[config.mk]
export PLATFORM = sky130hd
export DESIGN_NAME = pba_arbiter
export DESIGN_NICKNAME = d
export VERILOG_FILES = /design/src/include/pba_pkg.sv /design/src/pba_sched.sv /design/src/pba_arbiter.sv
export SDC_FILE = /design/constraint.sdc
export NUM_CORES = 1
export LEC_CHECK = 0
export BUFFER_PORTS_ARGS = -buffer_cell sky130_fd_sc_hd__buf_2
export CORE_MARGIN = 2
export CORE_UTILIZATION = 53
export CTS_CLUSTER_DIAMETER = 120
export CTS_CLUSTER_SIZE = 14
export DETAILED_ROUTE_END_ITERATION = 16
export PLACE_DENSITY = 0.85
export SYNTH_ARGS = -nofsm -noshare
export SYNTH_HDL_FRONTEND = slang
export SYNTH_SLANG_ARGS = --single-unit
[constraint.sdc]
create_clock -name clk_i -period 4.4 [get_ports clk_i]
set_input_delay 0.88 -clock clk_i [delete_from_list [all_inputs] [get_ports clk_i]]
set_output_delay 0.88 -clock clk_i [all_outputs]
set_load 0.005 [all_outputs]
[src/include/pba_pkg.sv]
// constants and carrier types for the power versus background arbiter
package pba_pkg;
   // register byte offsets
   localparam logic [7:0] PBA_CTRL_OFS = 8'h00;
   localparam logic [7:0] PBA_STAT_OFS = 8'h04;
   // control field positions
   localparam int PBA_PRIO_POS = 0;
   localparam int PBA_IDLE_POS = 2;
   localparam int PBA_STBY_POS = 4;
   localparam int PBA_STOP_POS = 6;
   localparam int PBA_BGEN_POS = 8;
   localparam int PBA_MAX_BG = 8;
   // control reset: bg first, idle/standby report off, stopped report on, both bg enabled
   localparam logic [15:0] PBA_CTRL_RST = 16'h0380;
   // two-bit codes
   localparam logic [1:0] PBA_PRIO_ZERO = 2'h0;
   localparam logic [1:0] PBA_PRIO_BG = 2'h1;
   localparam logic [1:0] PBA_PRIO_LP = 2'h2;
   localparam logic [1:0] PBA_RPT_ON = 2'h2;
   // status field positions
   localparam int PBA_ST_COND_POS = 0;
   localparam int PBA_ST_EXP_POS = 3;
   localparam int PBA_ST_TMR_POS = 8;
   localparam int PBA_ST_RUN_POS = 9;
   localparam int PBA_ST_PEND_POS = 12;
   // power condition codes; expired timer bit i maps to condition i+1
   localparam int PBA_NTMR = 5;
   localparam logic [2:0] PBA_PC_ACTIVE = 3'h0;
   localparam logic [2:0] PBA_PC_IDLE_A = 3'h1;
   localparam logic [2:0] PBA_PC_IDLE_C = 3'h3;
   localparam logic [2:0] PBA_PC_STBY_Y = 3'h4;
   localparam logic [2:0] PBA_PC_STBY_Z = 3'h5;
   localparam logic [2:0] PBA_PC_STOPPED = 3'h6;
   // exit source codes on the report output
   localparam logic [1:0] PBA_SRC_IDLE = 2'h1;
   localparam logic [1:0] PBA_SRC_STBY = 2'h2;
   localparam logic [1:0] PBA_SRC_STOP = 2'h3;

   typedef enum logic [1:0] {PBA_ST_ACTIVE, PBA_ST_LOW, PBA_ST_BG} pba_state_t;

   // classic wishbone request bundle
   typedef struct packed {
      logic cyc;
      logic stb;
      logic we;
      logic [7:0] adr;
      logic [3:0] sel;
      logic [31:0] dat;
   } pba_wb_req_t;

   // host side event bundle
   typedef struct packed {
      logic cmd;
      logic stop;
      logic busy;
   } pba_host_t;
endpackage : pba_pkg

[src/pba_sched.sv]
// pending background function tracker with fixed lowest-index pick
`timescale 1ns/1ps
`default_nettype none
module pba_sched #(
   parameter int NBG = 2,
   parameter int IW = 1
) (
   input wire logic clk_i,
   input wire logic rst_i,
   input wire logic [NBG-1:0] trig_i,
   input wire logic [NBG-1:0] en_i,
   input wire logic clr_i,
   input wire logic [IW-1:0] clr_idx_i,
   output logic [NBG-1:0] pend_o,
   output logic any_o,
   output logic [IW-1:0] idx_o
);
   import pba_pkg::*;

   typedef struct packed {
      logic [NBG-1:0] pend;
   } pba_sched_st_t;

   pba_sched_st_t st;
   pba_sched_st_t next_st;

   ////////////////////////////////////////////////////////////////////////
   // per function pending bit; a new trigger beats a same-cycle clear
   genvar g;
   generate
      for (g = 0; g < NBG; g++) begin : g_pend
         always_comb begin
            next_st.pend[g] = st.pend[g];
            if (clr_i && clr_idx_i == IW'(g)) begin
               next_st.pend[g] = 1'b0;
            end
            if (trig_i[g] && en_i[g]) begin
               next_st.pend[g] = 1'b1;
            end
         end

      end
   endgenerate

   always_ff @(posedge clk_i) begin
      if (rst_i) begin
         st <= '0;
      end else begin
         st <= next_st;
      end
   end

   always_comb begin
      any_o = |st.pend;
      idx_o = '0;
      for (int i = NBG - 1; i >= 0; i--) begin
         if (st.pend[i]) begin
            idx_o = IW'(i);
         end
      end
   end
   assign pend_o = st.pend;
endmodule : pba_sched
`default_nettype wire

[src/pba_arbiter.sv]
// power condition versus background function arbiter with wishbone registers
//
// Our own choices: the address map and the Wishbone register port.
`timescale 1ns/1ps
`default_nettype none
//////////////////////////////////////////////////////////////////////////////
// Overview of operation
// - idle exit report: 10b enables it, 01b disables, 00b/11b never report
// - standby exit report: 10b enables it, 01b disables, others never report
// - stopped exit report: 10b enables it, 01b disables, others never report
// - priority code zero behaves exactly as background-first
// - background-first: leave timer-entered low power when an enabled trigger is pending
// - background-first: host command suspends running function and is serviced
// - every enabled triggered function runs; lowest index first
// - after last function, enter highest expired timer condition
// - background-first: timer expiry waits until all functions finish
// - low-power-first: never leave low power for a background function
// - low-power-first: expiry during a function suspends it, enters that condition
// - low-power-first: run only when active by host and no host work outstanding
module pba_arbiter #(
   parameter int NBG = 2
) (
   input wire logic clk_i,
   input wire logic rst_i,
   input wire pba_pkg::pba_wb_req_t wb_req_i,
   output logic [31:0] wb_dat_o,
   output logic wb_ack_o,
   input wire pba_pkg::pba_host_t host_i,
   input wire logic [pba_pkg::PBA_NTMR-1:0] timer_expired_i,
   input wire logic [NBG-1:0] bg_trigger_i,
   input wire logic bg_done_i,
   output logic [2:0] power_cond_o,
   output logic bg_run_o,
   output logic [((NBG > 1) ? $clog2(NBG) : 1)-1:0] bg_id_o,
   output logic check_cond_o,
   output logic [1:0] check_src_o
);
   import pba_pkg::*;

   localparam int IW = (NBG > 1) ? $clog2(NBG) : 1;

   typedef struct packed {
      pba_state_t state;
      logic [2:0] cond;
      logic [PBA_NTMR-1:0] exp;
      logic from_timer;
      logic run;
      logic [IW-1:0] id;
      logic [15:0] ctrl;
      logic ack;
      logic [31:0] rdat;
      logic chk;
      logic [1:0] src;
   } pba_st_t;

   pba_st_t st;
   pba_st_t next_st;
   logic [NBG-1:0] pend;
   logic bg_any;
   logic [IW-1:0] bg_pick;
   logic clr;
   logic bg_first;
   logic [1:0] prio;
   logic [1:0] rpt_idle;
   logic [1:0] rpt_stby;
   logic [1:0] rpt_stop;
   logic [PBA_NTMR-1:0] exp_all;
   logic [2:0] deepest;
   logic wb_hit;

   ////////////////////////////////////////////////////////////////////////
   // live settings decode; a write lands in the register one edge before use
   assign prio = st.ctrl[PBA_PRIO_POS +: 2];
   assign rpt_idle = st.ctrl[PBA_IDLE_POS +: 2];
   assign rpt_stby = st.ctrl[PBA_STBY_POS +: 2];
   assign rpt_stop = st.ctrl[PBA_STOP_POS +: 2];
   // zero code and reserved code fold to background-first
   assign bg_first = (prio != PBA_PRIO_LP);
   assign exp_all = st.exp | timer_expired_i;
   assign wb_hit = wb_req_i.cyc && wb_req_i.stb && !st.ack;

   // highest expired timer wins: deeper condition has higher priority
   always_comb begin
      deepest = PBA_PC_ACTIVE;
      for (int i = 0; i < PBA_NTMR; i++) begin
         if (exp_all[i]) begin
            deepest = 3'(i + 1);
         end
      end
   end

   pba_sched #(
      .NBG(NBG),
      .IW(IW)
   ) u_sched (
      .clk_i(clk_i),
      .rst_i(rst_i),
      .trig_i(bg_trigger_i),
      .en_i(st.ctrl[PBA_BGEN_POS +: NBG]),
      .clr_i(clr),
      .clr_idx_i(st.id),
      .pend_o(pend),
      .any_o(bg_any),
      .idx_o(bg_pick)
   );
   // a function leaves the pending set only when it reports done
   assign clr = (st.state == PBA_ST_BG) && bg_done_i;

   ////////////////////////////////////////////////////////////////////////
   // next state of the whole block
   always_comb begin
      next_st = st;
      next_st.chk = 1'b0;
      next_st.exp = exp_all;
      // host activity restarts every inactivity timer
      if (host_i.cmd) begin
         next_st.exp = '0;
      end
      unique case (st.state)
         PBA_ST_ACTIVE: begin
            if (host_i.stop) begin
               next_st.state = PBA_ST_LOW;
               next_st.cond = PBA_PC_STOPPED;
               next_st.from_timer = 1'b0;
            // host work done before any function
            end else if (bg_any && !host_i.cmd && !host_i.busy) begin
               next_st.state = PBA_ST_BG;
               next_st.run = 1'b1;
               next_st.id = bg_pick;
            end else if (deepest != PBA_PC_ACTIVE && !host_i.cmd && !host_i.busy) begin
               next_st.state = PBA_ST_LOW;
               next_st.cond = deepest;
               next_st.from_timer = 1'b1;
               next_st.exp = '0;
            end
         end
         PBA_ST_LOW: begin
            if (host_i.cmd) begin
               // exit for a command; report per source class
               next_st.state = PBA_ST_ACTIVE;
               next_st.cond = PBA_PC_ACTIVE;
               next_st.from_timer = 1'b0;
               if (st.cond == PBA_PC_STOPPED) begin
                  next_st.chk = (rpt_stop == PBA_RPT_ON);
                  next_st.src = PBA_SRC_STOP;
               end else if (st.cond >= PBA_PC_STBY_Y) begin
                  next_st.chk = (rpt_stby == PBA_RPT_ON);
                  next_st.src = PBA_SRC_STBY;
               end else begin
                  next_st.chk = (rpt_idle == PBA_RPT_ON);
                  next_st.src = PBA_SRC_IDLE;
               end
            // leave timer-entered condition for a pending function
            end else if (bg_first && st.from_timer && bg_any) begin
               next_st.state = PBA_ST_BG;
               next_st.cond = PBA_PC_ACTIVE;
               next_st.from_timer = 1'b0;
               next_st.run = 1'b1;
               next_st.id = bg_pick;
            // low-power-first stays put; deeper timers still apply
            end else if (st.from_timer && deepest > st.cond) begin
               next_st.cond = deepest;
               next_st.exp = '0;
            end
         end
         PBA_ST_BG: begin
            if (host_i.stop) begin
               // a stop is serviced at once; going via active would lose the one-cycle pulse
               next_st.state = PBA_ST_LOW;
               next_st.run = 1'b0;
               next_st.cond = PBA_PC_STOPPED;
               next_st.from_timer = 1'b0;
            end else if (host_i.cmd) begin
               // suspend for the host, function stays pending
               next_st.state = PBA_ST_ACTIVE;
               next_st.run = 1'b0;
            end else if (!bg_first && deepest != PBA_PC_ACTIVE) begin
               next_st.state = PBA_ST_LOW;
               next_st.run = 1'b0;
               next_st.cond = deepest;
               next_st.from_timer = 1'b1;
               next_st.exp = '0;
            end else if (bg_done_i) begin
               // chain to the next pending function
               if ((pend & ~(NBG'(1) << st.id)) != '0) begin
                  next_st.state = PBA_ST_ACTIVE;
                  next_st.run = 1'b0;
               end else if (deepest != PBA_PC_ACTIVE) begin
                  next_st.state = PBA_ST_LOW;
                  next_st.run = 1'b0;
                  next_st.cond = deepest;
                  next_st.from_timer = 1'b1;
                  next_st.exp = '0;
               end else begin
                  next_st.state = PBA_ST_ACTIVE;
                  next_st.run = 1'b0;
               end
            end
            // otherwise expiry stays latched until done
         end
      endcase

      // wishbone slave: ack one cycle after request, unmapped reads zero
      next_st.ack = wb_hit;
      next_st.rdat = '0;
      if (wb_hit && !wb_req_i.we && wb_req_i.adr == PBA_CTRL_OFS) begin
         next_st.rdat = {16'h0000, st.ctrl};
      end else if (wb_hit && !wb_req_i.we && wb_req_i.adr == PBA_STAT_OFS) begin
         next_st.rdat[PBA_ST_COND_POS +: 3] = st.cond;
         next_st.rdat[PBA_ST_EXP_POS +: PBA_NTMR] = st.exp;
         next_st.rdat[PBA_ST_TMR_POS] = st.from_timer;
         next_st.rdat[PBA_ST_RUN_POS] = st.run;
         next_st.rdat[PBA_ST_PEND_POS +: NBG] = pend;
      end
      if (wb_hit && wb_req_i.we && wb_req_i.adr == PBA_CTRL_OFS) begin
         if (wb_req_i.sel[0]) begin
            next_st.ctrl[7:0] = wb_req_i.dat[7:0];
         end
         if (wb_req_i.sel[1]) begin
            next_st.ctrl[15:8] = wb_req_i.dat[15:8];
         end
      end
   end

   ////////////////////////////////////////////////////////////////////////
   // single state register
   always_ff @(posedge clk_i) begin
      if (rst_i) begin
         st <= '0;
         st.ctrl <= PBA_CTRL_RST;
      end else begin
         st <= next_st;
      end
   end

   assign wb_dat_o = st.rdat;
   assign wb_ack_o = st.ack;
   assign power_cond_o = st.cond;
   assign bg_run_o = st.run;
   assign bg_id_o = st.id;
   assign check_cond_o = st.chk;
   assign check_src_o = st.src;
endmodule : pba_arbiter
`default_nettype wire

==> flow_summary.toml <==
[die]
num_io_pins = 101
core_mm2 = 0.00479
die_area_mm2 = 0.00564
rows = 25
start_util_pct = 56.0
fp.dieW_um = 75.1
die_y_um = 75.1

[detailed_routing]
finalWirelength_mm = 5.65
viasPerCell = 5.33
wl_per_cell_um = 13.8
vias = 2178
drt_iter0_drc = 157
postRouteAntennaNets = 0
dr.pass1.iters = 4
drc = 0

[final_layout]
syn2layout_area_growth_pct = 9.75
nFillCells = 431
num_antenna_cells = 0
instances_no_fill = 409
fin_nets = 408
drive_above_1_share_pct = 26.3

[grt]
grt_pass1_vias = 2005
overflow = 0
grt_max_degree = 28
grt_pass1_wl_mm = 8.79
antenna_found_initial = 0
grt_util_all_layers_pct = 20.3

[outcome]
status = "finished clean"

[timing]
fmax_ghz = 0.339
drv_slew = 0
skew_ns = 0.00496
hold_ws_ns = 0.461
finalSetupTns_ns = 0
final.period_utilization_pct = 67.1
min_period_ns = 2.95
rsz0062_at_grt = "no"
setup_viol = 0
finalHoldViolCount = 0
slew_headroom_pct = 61.2
worstMarginPinSlew_ns = 0.581

[clock_tree]
cts_buffers = 5
ctsHoldBuffers = 0
cts_setup_buffers = 0
cts_resized = 0
htree_levels = 2
path_clk_slew_ns = 0.09
root_buffer = "clkbuf_8"
cts.sinks = 51
cts_buffer_depth = 2
clock_latency_ns = 0.30
cts_tree = "yes"

[place]
place_hpwl_mm = 4.41
placed_cells = 401
io_buffer_count = 66
routabilityCongestion = 0.896

[critical_path]
critPathLaunchType = "input port"
cp_slowest_stage_delay_ns = 0.36
cp_slowest_cell = "or3_1"
endpoint_kind = "flop"
cpMostUsedCell = "nand2_1"
critical_path_required_ns = 4.60
crit_chain = "buf_2 -> or2_2 -> nand2_1 -> nand2_1 -> a21boi_0 -> ha_1 -> nand3_1 -> o211ai_1 -> o21a_1 -> or3_1 -> o41ai_1"
crit_fanout = 5
critical_path_class = "in -> reg"
cp.arrival_ns = 3.15

[synth]
ys.flop_type = "dfxtp_1"
ys_async_sr_fraction_pct = 0
ys_top_cells_by_area = "dfxtp_1, mux2i_1, buf_4, nor2_1, ha_1"
synth_area_leader_cell = "dfxtp_1"
yosysMostFrequentCell = "dfxtp_1"
seq_area_frac_synth_pct = 38.1
synth_common_cells = "dfxtp_1, nor2_1, buf_4"
syn_avg_cell_area_um2 = 9.00
synth_top_area_share_pct = 38.1
synth.cell_area_mm2 = 0.00268
ys_seq_elements = 51
ys_warn_count = 0
synth-edff-count = 0
ys_types = 53
synthCells = 298

[pwr]
ir_worst_vdd_mv = 0.106
total_power_mw = 0.925
p_leak_nw = 1.39
cellPowerDensity_mw_per_mm2 = 314

[run]
cap_violations = 0

[hold_path]
hold_class = "reg -> reg"
## final cells by class
type                    instances  area, um^2  area share, %
multi-input cells             207        1370           46.6
flip-flops and latches         51        1020           34.7
repair buffers                 66         330           11.2
well taps                      67        83.8           2.85
clock buffers                   6        82.6           2.81
inverters                      10        37.5           1.28
clock inverters                 2        16.3          0.553
## logic make-up after synthesis
kind of cell | after synthesis | share of synthesized area, %
buf+inv | 55 | 12.9
other cells | 1 | 0.140
fa+ha+maj | 7 | 3.27
mux | 30 | 11.2
simple gates | 105 | 20.7
compound gates | 49 | 13.7
flops | 51 | 38.1
## critical path: cells and delay by family
family | cells | cell delay [ns]
AO/OA/AOI/OAI | 4 | 1.00
AND/OR/NAND/NOR | 5 | 0.87
adder cells (fa/ha/maj) | 1 | 0.30
buffers and inverters | 1 | 0.10
## final timing paths
path | start | endpoint | slack, ns | cells after the start
worst max-delay path | timer_expired_i[0] | power_cond_o[0] | 1.45 | 11
worst min-delay path | check_src_o[1] | check_src_o[1] | 0.46 | 2
worst max register to register | st[55] | power_cond_o[0] | 1.75 | 10
worst min register to register | check_src_o[1] | check_src_o[1] | 0.46 | 2
## flip-flops by register name (all words and copies together), names as in the netlist
signal / count
bg_id_o: 1
bg_run_o: 1
check_cond_o: 1
check_src_o: 2
power_cond_o: 3
prio: 2
rpt_idle: 2
rpt_stby: 2
rpt_stop: 2
st: 16
u_sched.pend_o: 2
wb_ack_o: 1
wb_dat_o: 16
## layout by cell type, fill, tap and decap left out, types with 3 or more instances in the layout
cell and count:
nand3_1 4, nand2b_1 5, o311ai_0 3, nand2_1 15, nor3_1 5, ha_1 7
and2_1 4, nor2_1 39, mux2i_1 30, clkbuf_8 6, dfxtp_1 51, buf_2 66
o31ai_1 7, conb_1 16, a21oi_1 10, or3_1 3, nand3b_1 4, or4_1 3
inv_1 10, nor2_2 5, o21ai_0 6, nor2b_1 4
## per-stage QoR
stage	setup slack, ns	util, %	area (um^2)
after detailed placement	1.17	59.4	2840
after floorplan	1.54	-	2740
after global placement	1.19	59.4	2840
after global routing	1.28	61.5	2940
final	1.45	61.5	2940
after CTS	1.48	61.5	2940
## layer usage
metal	wire length (um)	global-route usage, %	vias to the layer above
met5	0	0	-
li1	-	-	1088
met2	2750	35.6	77
met1	2460	24.9	1006
met4	49	6.15	0
met3	396	4.42	7
## report_power, final
group / switching [mW] / internal (mW) / leakage, nW
Combinational: 0.0923 / 0.0666 / 0.928
Sequential: 0.0161 / 0.476 / 0.413
Clock: 0.146 / 0.128 / 0.0474
Note: power is estimated with default switching activity, not from simulation.
